===== src/crw_map.svh =====
// Register offsets, field positions, reset values and debounce counts
`ifndef CRW_MAP_SVH
`define CRW_MAP_SVH
// ----------------------------------------------------------------
// Byte offsets
// ----------------------------------------------------------------
`define CRW_CONTROL_OFS 8'h00
`define CRW_MONITOR_OFS 8'h04
`define CRW_SUPPLY_OFS 8'h08
`define CRW_WAKEMODE_OFS 8'h0c
`define CRW_WAKEIN_OFS 8'h10
`define CRW_STATUS_OFS 8'h14
`define CRW_PROTECT_OFS 8'h18
// ----------------------------------------------------------------
// Field positions
// ----------------------------------------------------------------
`define CRW_REG_OFF 2
`define CRW_MON_RST_EN 12
`define CRW_BOD_RST_EN 12
`define CRW_REG_USED 14
`define CRW_FW_EN 0
`define CRW_MON_WAKE_EN 1
`define CRW_INT_WAKE_EN 2
`define CRW_CAL_WAKE_EN 3
`define CRW_FW_DBC_MSB 10
`define CRW_FW_DBC_LSB 8
`define CRW_WI_DBC_MSB 14
`define CRW_WI_DBC_LSB 12
`define CRW_TP_CNT_MSB 19
`define CRW_TP_CNT_LSB 16
`define CRW_TP0_EN 20
`define CRW_TP1_EN 21
`define CRW_TP_CLR 22
`define CRW_TP0_POL 24
`define CRW_TP1_POL 25
`define CRW_WP_EN 0
`define CRW_WI_POL_LSB 16
// ----------------------------------------------------------------
// Reset values and writable masks
// ----------------------------------------------------------------
`define CRW_MONITOR_RST 32'h0000_0000
`define CRW_SUPPLY_RST 32'h0000_5000
`define CRW_WAKEMODE_RST 32'h0000_0000
`define CRW_MONITOR_MASK 32'h0000_1000
`define CRW_SUPPLY_MASK 32'h0000_5000
`define CRW_WAKEMODE_MASK 32'h037f_770f
// ----------------------------------------------------------------
// Debounce periods in slow clock cycles and tamper sample limits
// ----------------------------------------------------------------
`define CRW_DBC_IMM 16'h0001
`define CRW_DBC_P1 16'h0003
`define CRW_DBC_P2 16'h0020
`define CRW_DBC_P3 16'h0200
`define CRW_DBC_P4 16'h1000
`define CRW_DBC_P5 16'h8000
`define CRW_TP_MIN 4'h2
`define CRW_TP_MAX 4'h8
`endif


===== src/crw_pkg.sv =====
// Types shared by the core reset and wake-up control block
`include "crw_map.svh"
package crw_pkg;
  typedef enum logic [3:0] {
    CRW_WAKEUP = 4'h1,
    CRW_ACTIVE = 4'h2,
    CRW_SHUTDOWN = 4'h4,
    CRW_BACKUP = 4'h8
  } crw_core_type;

  typedef struct packed {
    logic tamper1;
    logic tamper0;
    logic pinLevel;
    logic monitorLive;
    logic monitorReset;
    logic brownout;
    logic monitorWake;
    logic wakeInput;
    logic forceWake;
  } crw_flags_type;

  typedef struct packed {
    logic [15:0] count;
    logic done;
    logic fire;
  } crw_dbc_state_type;

  typedef struct packed {
    logic [3:0] count;
    logic done;
    logic fire;
  } crw_lp_state_type;

  // Debounce select to required count of slow clock cycles
  function automatic logic [15:0] crw_dbc_limit(input logic [2:0] sel);
    if (sel == 3'h0) return `CRW_DBC_IMM;
    else if (sel == 3'h1) return `CRW_DBC_P1;
    else if (sel == 3'h2) return `CRW_DBC_P2;
    else if (sel == 3'h3) return `CRW_DBC_P3;
    else if (sel == 3'h4) return `CRW_DBC_P4;
    else return `CRW_DBC_P5;
  endfunction
endpackage


===== src/crw_debounce.sv =====
// Level debounce counter with restart on an inactive sample
module crw_debounce import crw_pkg::*; (
  // Clock and reset
  input wire logic clk,
  input wire logic rstN,
  // Qualified level and period select
  input wire logic active,
  input wire logic [2:0] sel,
  // One-cycle event
  output logic fire
);
  crw_dbc_state_type s, next_s;
  logic [15:0] inc;

  always_comb begin
    next_s = s;
    inc = s.count + 16'h0001;
    next_s.fire = 1'b0;
    if (!active) begin
      next_s.count = 16'h0000;
      next_s.done = 1'b0;
    end else if (!s.done) begin
      next_s.count = inc;
      if (inc >= crw_dbc_limit(sel)) begin
        next_s.fire = 1'b1;
        next_s.done = 1'b1;
      end
    end
  end

  always_ff @(posedge clk or negedge rstN) begin
    if (!rstN) s <= '0;
    else s <= next_s;
  end

  assign fire = s.fire;
endmodule // crw_debounce


===== src/crw_lp_debounce.sv =====
// Low-power tamper debouncer counting identical strobed samples
module crw_lp_debounce import crw_pkg::*; (
  // Clock and reset
  input wire logic clk,
  input wire logic rstN,
  // Sample point, polarity-adjusted input, samples needed
  input wire logic strobe,
  input wire logic active,
  input wire logic [3:0] need,
  // One-cycle tamper event
  output logic fire
);
  crw_lp_state_type s, next_s;
  logic [3:0] inc;

  always_comb begin
    next_s = s;
    inc = s.count + 4'h1;
    next_s.fire = 1'b0;
    if (strobe) begin
      if (!active) begin
        next_s.count = 4'h0;
        next_s.done = 1'b0;
      end else if (!s.done) begin
        next_s.count = inc;
        if (inc >= need) begin
          next_s.fire = 1'b1;
          next_s.done = 1'b1;
        end
      end
    end
  end

  always_ff @(posedge clk or negedge rstN) begin
    if (!rstN) s <= '0;
    else s <= next_s;
  end

  assign fire = s.fire;
endmodule // crw_lp_debounce


===== src/crw_core_reset_wake.sv =====
// Core reset and wake-up control with AHB-Lite register slave
// Contract
// - Reset before supply off, release when regulated
// - Monitor detection resets core, one cycle minimum
// - Brownout over one cycle resets core
// - Brownout reset holds until good returns
// - Flag records brownout as reset source
// - Enabled wake event restarts core supply
// - Force-wake debounce selects 3 to 32768
// - Select zero wakes after one low cycle
// - Force-wake sets flag until status read
// - Per-input enable and polarity, shared counter
// - Wake debounce periods, zero means immediate
// - Latch wake inputs on debounced wake
// - Two tamper debouncers, own enables, always
// - Tamper sampled on pulse falling edge
// - Shared sample count from 2 to 8
// - Each tamper input has own polarity
// - Separate status flag per tamper debouncer
// - Tamper clears first backup registers half
// - Clock alarms wake core, no status
// - Write protect blocks four config registers
// - Read clear acts two cycles later
// - Polarity selects edge then level
module crw_core_reset_wake import crw_pkg::*; #(
  parameter int WAKE_COUNT = 16
) (
  // Slow clock and reset
  input wire logic ref_clk,
  input wire logic resetn,
  // AHB-Lite slave
  input wire logic hsel,
  input wire logic [7:0] haddr,
  input wire logic [1:0] htrans,
  input wire logic hwrite,
  input wire logic [2:0] hsize,
  input wire logic [31:0] hwdata,
  input wire logic hready,
  output logic [31:0] hrdata,
  output logic hreadyout,
  output logic hresp,
  // Supply sensing and wake sources
  input wire logic monitorDetect,
  input wire logic brownoutGood,
  input wire logic force_wake_pin_n,
  input wire logic [WAKE_COUNT-1:0] wake_input_n,
  input wire logic calendarAlarm,
  input wire logic intervalAlarm,
  input wire logic calendar_pulse_output,
  // Core supply control
  output logic coreResetN,
  output logic regulatorOn,
  output logic backupClear
);
  typedef struct packed {
    crw_core_type core;
    logic wrPend;
    logic [7:0] wrAddr;
    logic [31:0] rdata;
    logic readyOut;
    logic [1:0] clrPipe;
    logic [31:0] monMode;
    logic [31:0] supMode;
    logic [31:0] wakeMode;
    logic [31:0] wakeInReg;
    logic protect;
    crw_flags_type flags;
    logic [WAKE_COUNT-1:0] latched;
    logic [WAKE_COUNT-1:0] armed;
    logic monHold;
    logic [1:0] bodLow;
    logic bodReset;
    logic bodHeld;
    logic goodSeen;
    logic pulsePrev;
    logic coreResetN;
    logic regOn;
    logic backupClear;
  } crw_state_type;

  crw_state_type s, next_s;
  logic rstMeta, rstN;

  // ----------------------------------------------------------------
  // Reset release
  // ----------------------------------------------------------------
  always_ff @(posedge ref_clk or negedge resetn) begin
    if (!resetn) begin
      rstMeta <= 1'b0;
      rstN <= 1'b0;
    end else begin
      rstMeta <= 1'b1;
      rstN <= rstMeta;
    end
  end

  // ----------------------------------------------------------------
  // Wake sources
  // ----------------------------------------------------------------
  logic [WAKE_COUNT-1:0] wiActive, wiQual;
  logic [15:0] wiBits;
  logic fwFire, wiFire, tp0Fire, tp1Fire, strobe;
  logic [3:0] tpNeed, tpRaw;

  generate
    for (genvar i = 0; i < WAKE_COUNT; i++) begin : g_wake
      // Active level per polarity bit; armed needs an inactive sample first
      assign wiActive[i] = wake_input_n[i] ~^ s.wakeInReg[`CRW_WI_POL_LSB + i];
      assign wiQual[i] = s.wakeInReg[i] & wiActive[i] & s.armed[i];
    end
  endgenerate

  assign wiBits = 16'(s.latched);
  assign strobe = s.pulsePrev & ~calendar_pulse_output;
  assign tpRaw = s.wakeMode[`CRW_TP_CNT_MSB:`CRW_TP_CNT_LSB];
  assign tpNeed = (tpRaw < `CRW_TP_MIN) ? `CRW_TP_MIN :
                  (tpRaw > `CRW_TP_MAX) ? `CRW_TP_MAX : tpRaw;

  crw_debounce u_force (
    .clk(ref_clk),
    .rstN(rstN),
    .active(s.wakeMode[`CRW_FW_EN] & ~force_wake_pin_n),
    .sel(s.wakeMode[`CRW_FW_DBC_MSB:`CRW_FW_DBC_LSB]),
    .fire(fwFire)
  );

  crw_debounce u_inputs (
    .clk(ref_clk),
    .rstN(rstN),
    .active(|wiQual),
    .sel(s.wakeMode[`CRW_WI_DBC_MSB:`CRW_WI_DBC_LSB]),
    .fire(wiFire)
  );

  // Tampers run in every core state; inputs 0 and 1 are shared pins
  crw_lp_debounce u_tamper0 (
    .clk(ref_clk),
    .rstN(rstN),
    .strobe(strobe),
    .active(s.wakeMode[`CRW_TP0_EN]
            & (wake_input_n[0] ~^ s.wakeMode[`CRW_TP0_POL])),
    .need(tpNeed),
    .fire(tp0Fire)
  );

  crw_lp_debounce u_tamper1 (
    .clk(ref_clk),
    .rstN(rstN),
    .strobe(strobe),
    .active(s.wakeMode[`CRW_TP1_EN]
            & (wake_input_n[1] ~^ s.wakeMode[`CRW_TP1_POL])),
    .need(tpNeed),
    .fire(tp1Fire)
  );

  // ----------------------------------------------------------------
  // Next state
  // ----------------------------------------------------------------
  logic addrPhase, wrAllowed, monTrig, bodTrig, monWake, wakeAny;
  logic vroffReq, clearNow;
  logic [31:0] wd;

  always_comb begin
    next_s = s;
    wd = hwdata;
    clearNow = s.clrPipe[1];
    addrPhase = hsel & htrans[1] & hready;
    wrAllowed = s.wrPend & ~s.protect;
    vroffReq = 1'b0;

    // Data phase of a write
    if (s.wrPend) begin
      if (s.wrAddr == `CRW_PROTECT_OFS) begin
        next_s.protect = wd[`CRW_WP_EN];
      end else if (s.wrAddr == `CRW_WAKEIN_OFS) begin
        next_s.wakeInReg = wd;
      end else if (!wrAllowed) begin
        next_s.protect = s.protect;
      end else if (s.wrAddr == `CRW_CONTROL_OFS) begin
        vroffReq = wd[`CRW_REG_OFF];
      end else if (s.wrAddr == `CRW_MONITOR_OFS) begin
        next_s.monMode = wd & `CRW_MONITOR_MASK;
      end else if (s.wrAddr == `CRW_SUPPLY_OFS) begin
        next_s.supMode = wd & `CRW_SUPPLY_MASK;
      end else if (s.wrAddr == `CRW_WAKEMODE_OFS) begin
        next_s.wakeMode = wd & `CRW_WAKEMODE_MASK;
      end
    end

    // Supply monitor reset
    monTrig = s.monMode[`CRW_MON_RST_EN] & monitorDetect & (s.core == CRW_ACTIVE);
    next_s.monHold = monTrig;

    // Brownout loss over more than one cycle
    if (s.regOn && s.supMode[`CRW_REG_USED] && !brownoutGood) begin
      next_s.bodLow = (s.bodLow == 2'h2) ? 2'h2 : s.bodLow + 2'h1;
    end else begin
      next_s.bodLow = 2'h0;
    end
    bodTrig = s.supMode[`CRW_BOD_RST_EN] & (s.bodLow != 2'h0) & ~brownoutGood
              & s.regOn & s.supMode[`CRW_REG_USED] & ~s.bodReset;
    next_s.bodReset = bodTrig | (s.bodReset & ~(brownoutGood & s.bodHeld));
    next_s.bodHeld = s.bodReset;

    // Wake decision
    monWake = s.wakeMode[`CRW_MON_WAKE_EN] & monitorDetect;
    wakeAny = fwFire | wiFire | tp0Fire | tp1Fire | monWake
              | (s.wakeMode[`CRW_CAL_WAKE_EN] & calendarAlarm)
              | (s.wakeMode[`CRW_INT_WAKE_EN] & intervalAlarm);

    next_s.armed = (wiFire ? '0 : s.armed) | ~wiActive;
    next_s.pulsePrev = calendar_pulse_output;
    next_s.goodSeen = brownoutGood;

    // Core supply sequencing
    case (s.core)
      CRW_WAKEUP: begin
        next_s.regOn = 1'b1;
        // Regulated once good is seen on two edges in a row
        if ((brownoutGood && s.goodSeen) || !s.supMode[`CRW_REG_USED]) begin
          next_s.core = CRW_ACTIVE;
        end
      end
      CRW_ACTIVE: begin
        if (vroffReq) next_s.core = CRW_SHUTDOWN;
      end
      CRW_SHUTDOWN: begin
        // Reset is already low here, one cycle before supply drops
        next_s.regOn = 1'b0;
        next_s.core = CRW_BACKUP;
      end
      CRW_BACKUP: begin
        if (wakeAny) next_s.core = CRW_WAKEUP;
      end
      default: next_s.core = CRW_WAKEUP;
    endcase

    next_s.coreResetN = (next_s.core == CRW_ACTIVE) & (s.core == CRW_ACTIVE
                        || s.core == CRW_WAKEUP) & ~monTrig & ~s.monHold
                        & ~bodTrig & ~next_s.bodReset;
    next_s.backupClear = s.wakeMode[`CRW_TP_CLR] & (tp0Fire | tp1Fire);

    // Status: read clear two cycles late, a new set wins
    next_s.clrPipe = {s.clrPipe[0], 1'b0};
    if (clearNow) begin
      next_s.flags.forceWake = 1'b0;
      next_s.flags.wakeInput = 1'b0;
      next_s.flags.monitorWake = 1'b0;
      next_s.flags.brownout = 1'b0;
      next_s.flags.monitorReset = 1'b0;
      next_s.flags.tamper0 = 1'b0;
      next_s.flags.tamper1 = 1'b0;
    end
    if (fwFire) next_s.flags.forceWake = 1'b1;
    if (wiFire) begin
      next_s.flags.wakeInput = 1'b1;
      next_s.latched = ~wiActive ^ {WAKE_COUNT{1'b1}};
    end
    if (monWake && s.core == CRW_BACKUP) next_s.flags.monitorWake = 1'b1;
    if (bodTrig) next_s.flags.brownout = 1'b1;
    if (monTrig) begin
      next_s.flags.monitorReset = 1'b1;
      next_s.flags.brownout = bodTrig;
    end
    if (tp0Fire) next_s.flags.tamper0 = 1'b1;
    if (tp1Fire) next_s.flags.tamper1 = 1'b1;
    next_s.flags.monitorLive = monitorDetect;
    next_s.flags.pinLevel = force_wake_pin_n;

    // Address phase; read data except status comes from the updated copy
    next_s.wrPend = addrPhase & hwrite;
    next_s.wrAddr = haddr;
    next_s.readyOut = 1'b1;
    if (addrPhase && !hwrite) begin
      if (haddr == `CRW_CONTROL_OFS) begin
        next_s.rdata = 32'h0000_0000;
      end else if (haddr == `CRW_MONITOR_OFS) begin
        next_s.rdata = next_s.monMode;
      end else if (haddr == `CRW_SUPPLY_OFS) begin
        next_s.rdata = next_s.supMode;
      end else if (haddr == `CRW_WAKEMODE_OFS) begin
        next_s.rdata = next_s.wakeMode;
      end else if (haddr == `CRW_WAKEIN_OFS) begin
        next_s.rdata = next_s.wakeInReg;
      end else if (haddr == `CRW_STATUS_OFS) begin
        next_s.rdata = {wiBits, 7'h00, s.flags};
        next_s.clrPipe[0] = 1'b1;
      end else if (haddr == `CRW_PROTECT_OFS) begin
        next_s.rdata = {31'h0, next_s.protect};
      end else begin
        next_s.rdata = 32'h0000_0000;
      end
    end
  end

  // ----------------------------------------------------------------
  // State register
  // ----------------------------------------------------------------
  always_ff @(posedge ref_clk or negedge rstN) begin
    if (!rstN) begin
      s <= '0;
      s.core <= CRW_WAKEUP;
      s.readyOut <= 1'b1;
      s.regOn <= 1'b1;
      s.monMode <= `CRW_MONITOR_RST;
      s.supMode <= `CRW_SUPPLY_RST;
      s.wakeMode <= `CRW_WAKEMODE_RST;
    end else begin
      s <= next_s;
    end
  end

  assign hrdata = s.rdata;
  assign hreadyout = s.readyOut;
  assign hresp = 1'b0;
  assign coreResetN = s.coreResetN;
  assign regulatorOn = s.regOn;
  assign backupClear = s.backupClear;
endmodule // crw_core_reset_wake


===== config.mk =====
export PLATFORM = sky130hd
export DESIGN_NAME = crw_core_reset_wake
export DESIGN_NICKNAME = d
export VERILOG_FILES = /design/src/crw_pkg.sv /design/src/crw_debounce.sv /design/src/crw_lp_debounce.sv /design/src/crw_core_reset_wake.sv
export VERILOG_INCLUDE_DIRS = /design/src
export SDC_FILE = /design/constraint.sdc
export NUM_CORES = 1
export LEC_CHECK = 0
export BUFFER_PORTS_ARGS = -buffer_cell sky130_fd_sc_hd__buf_2
export CAP_MARGIN = 20
export CORE_ASPECT_RATIO = 0.9
export CORE_MARGIN = 2
export CORE_UTILIZATION = 60
export CTS_CLUSTER_DIAMETER = 200
export DETAILED_ROUTE_END_ITERATION = 10
export PLACE_DENSITY = 0.9
export SLEW_MARGIN = 15
export SYNTH_ARGS = -nofsm -noshare
export SYNTH_HDL_FRONTEND = slang
export SYNTH_SLANG_ARGS = --single-unit
export TNS_END_PERCENT = 20

===== constraint.sdc =====
create_clock -name ref_clk -period 10.75 [get_ports ref_clk]
set_input_delay 1.6125 -clock ref_clk [delete_from_list [all_inputs] [get_ports ref_clk]]
set_output_delay 1.6125 -clock ref_clk [all_outputs]
set_load 0.02 [all_outputs]

==> results.ini <==
[cells_and_area]
final_cells = 1563
syn_to_final_growth_pct = 11.1
drive_gt1_share_pct = 17.9
ff_latch_area_um2 = 6940
multi_input_area_um2 = 5140
fillCellCount = 1441
nNetsFinal = 1356

[routing]
drt_iter0_markers = 1251
drt_wl_total_um = 33000
ant_nets = 0
remaining_drc_errors = 0
dr.pass1.iters = 7
vias = 9802
vias_per_cell = 6.27
wl_per_cell_um = 21.1

[timing]
period_share_pct = 37.2
rsz0062_at_grt = false
fin_skew_ps = 8.55
worst_pin_slew_ps = 963
drv_slew = 0
max_clock_freq_mhz = 250
period_minus_slack_ps = 4000
timing.slew.headroom_pct = 35.8
setup_viol = 0
fin_tns_setup_ps = 0
finalHoldViolCount = 0

[global_route]
grt_overflow_total = 0
globalRouteTotalUtil_pct = 29.8
grt_pass1_vias = 9958
grt_max_degree = 84
antenna_found_initial = 0
grt_pass1_wl_um = 52000

[critical_path]
end_kind = flop
worstPathRequired_ps = 11160
critical_path_class = input port to flop
reg2reg_from = s[216]
rr_endpoint = hrdata[7]
path_max_fanout = 29
crit_path_start_kind = input port
ff2ff_path_depth = 7
cp.arrival_ps = 4410
ff2ff_setup_slack_ps = 7240

[clocking]
clk_latency_ps = 540
ctsResizeCount = 0
path_clk_slew_ps = 60
root_buffer = clkbuf_16
numCtsBuffers = 26
postCtsHoldBufs = 0
clock_path_buffers = 3
htreeDepth = 1
postCtsSetupBuffers = 0
cts_sinks = 277
tritoncts = built

[pwr]
p_per_area_nw_per_um2 = 154
ir_worst_vdd_mv = 0.114
p_leak_nw = 6.78

[synth]
avgSynthCellArea_um2 = 10.6
yosysTopAreaCellShare_pct = 53.6
synth_ff_type = dfrtp_1
synth_area_leader_cell = dfrtp_1
yosys_warnings = 0
synth_cell_types = 68
yosys.cell_count.top_type = dfrtp_1
ys_seq_elements = 277
synth_edf_count = 0
synth_area_leaders = dfrtp_1 (54%), mux2_2 (4.9%), nor2b_1 (4.6%)
synth_top_cells_by_count = dfrtp_1 (273), nor2b_1 (93), o21ai_0 (90)
async_flop_share_pct = 100
syn_inst = 1199
syn_area_um2 = 12700
ys_seq_area_share_pct = 54.4

[floorplanning]
io_pins = 109
die_h_um = 142
rows = 50
core-area_um2 = 20800
fp.dieW_um = 158
die_area_um2 = 22400
start_util_pct = 61.2

[flow_run]
maxCapViolCount = 0

[place]
place_hpwl_um = 20200
gp_congestion = 0.884
placed_cells = 1514
port_buffers = 102

[outcome]
status = complete, no violations

[min_path]
hold_class = flop to asynchronous set/reset pin

how the worst max path moves through the flow:
stage | start | endpoint | cells past startpoint
after floorplan | rstN | backupClear | 0
after global placement | haddr[4] | hrdata[27] | 8
after detailed placement | haddr[4] | hrdata[7] | 8
after CTS | haddr[4] | hrdata[5] | 8
after global routing | haddr[4] | hrdata[5] | 8
final | haddr[4] | hrdata[5] | 7
power by group:
part | switching [W] | total (W) | internal, W
registers | 0.0000317 | 0.00112 | 0.00109
clock network | 0.000387 | 0.000912 | 0.000525
logic | 0.0000997 | 0.000151 | 0.0000510
metrics by stage:
step	total power [W]	worst slack (ps)	utilization, %	instance area [um^2]	hold slack [ps]
detailed placement	0.00128	6440	63.7	13300	336
finish	0.00219	6750	68.0	14200	351
global placement	0.00127	6500	63.7	13300	335
global route	0.00226	6630	67.9	14200	366
floorplan	0.00123	2470	-	12700	331
CTS	0.00219	6790	67.8	14100	357
cells by family after synthesis:
| family | count (synthesis) | synth area share [%] |
|---|---|---|
| DFF | 277 | 54.4 |
| and+or+nand+nor | 361 | 15.0 |
| muxes | 62 | 5.42 |
| buffers and inverters | 148 | 5.46 |
| other | 2 | 0.0589 |
| adders and majority gates | 26 | 2.55 |
| xor gates and xnor gates | 62 | 4.26 |
| AOI/OAI and AO/OA | 261 | 12.8 |
metal layers:
layer / track usage (%) / wire length [um] / vias to the layer above
met5: 0 / 0 / -
met4: 13.2 / 1290 / 0
met3: 5.82 / 2640 / 122
met2: 47.8 / 15700 / 537
met1: 39.6 / 13400 / 4895
li1: - / - / 4248
layout by cell type, fill, tap and decap left out, types with 41 or more instances in the layout:
master,n
dfrtp_1,272
buf_2,102
nor2b_1,93
o21ai_0,90
nor2_1,72
nand2_1,64
inv_1,60
mux2_2,55
nand3_1,42
a21oi_1,41
critical path, cell delays in order:
cell and delay (ps):
buf_2 320, nor4_2 530, and3_1 290, nor3b_2 730, buf_4 430, a221oi_1 140, o21ai_0 320
area by class of cell:
cell class,instances,area share [%]
timing repair buffer,118,4.62
multi-input combinational,775,36.3
antenna,1,0.0177
inverter,60,1.59
clock inverter,4,0.318
sequential,277,49.0
clock buffer,42,5.59
tap,286,2.53
flip-flops by register name, summed over array words and instances (netlist names), 2 cells and up:
register / count
hrdata: 32
next_s: 2
s: 173
u_force.s: 17
u_inputs.s: 17
u_tamper0.s: 5
u_tamper1.s: 5
wiBits: 16
Power figures use the tool's default switching activity.
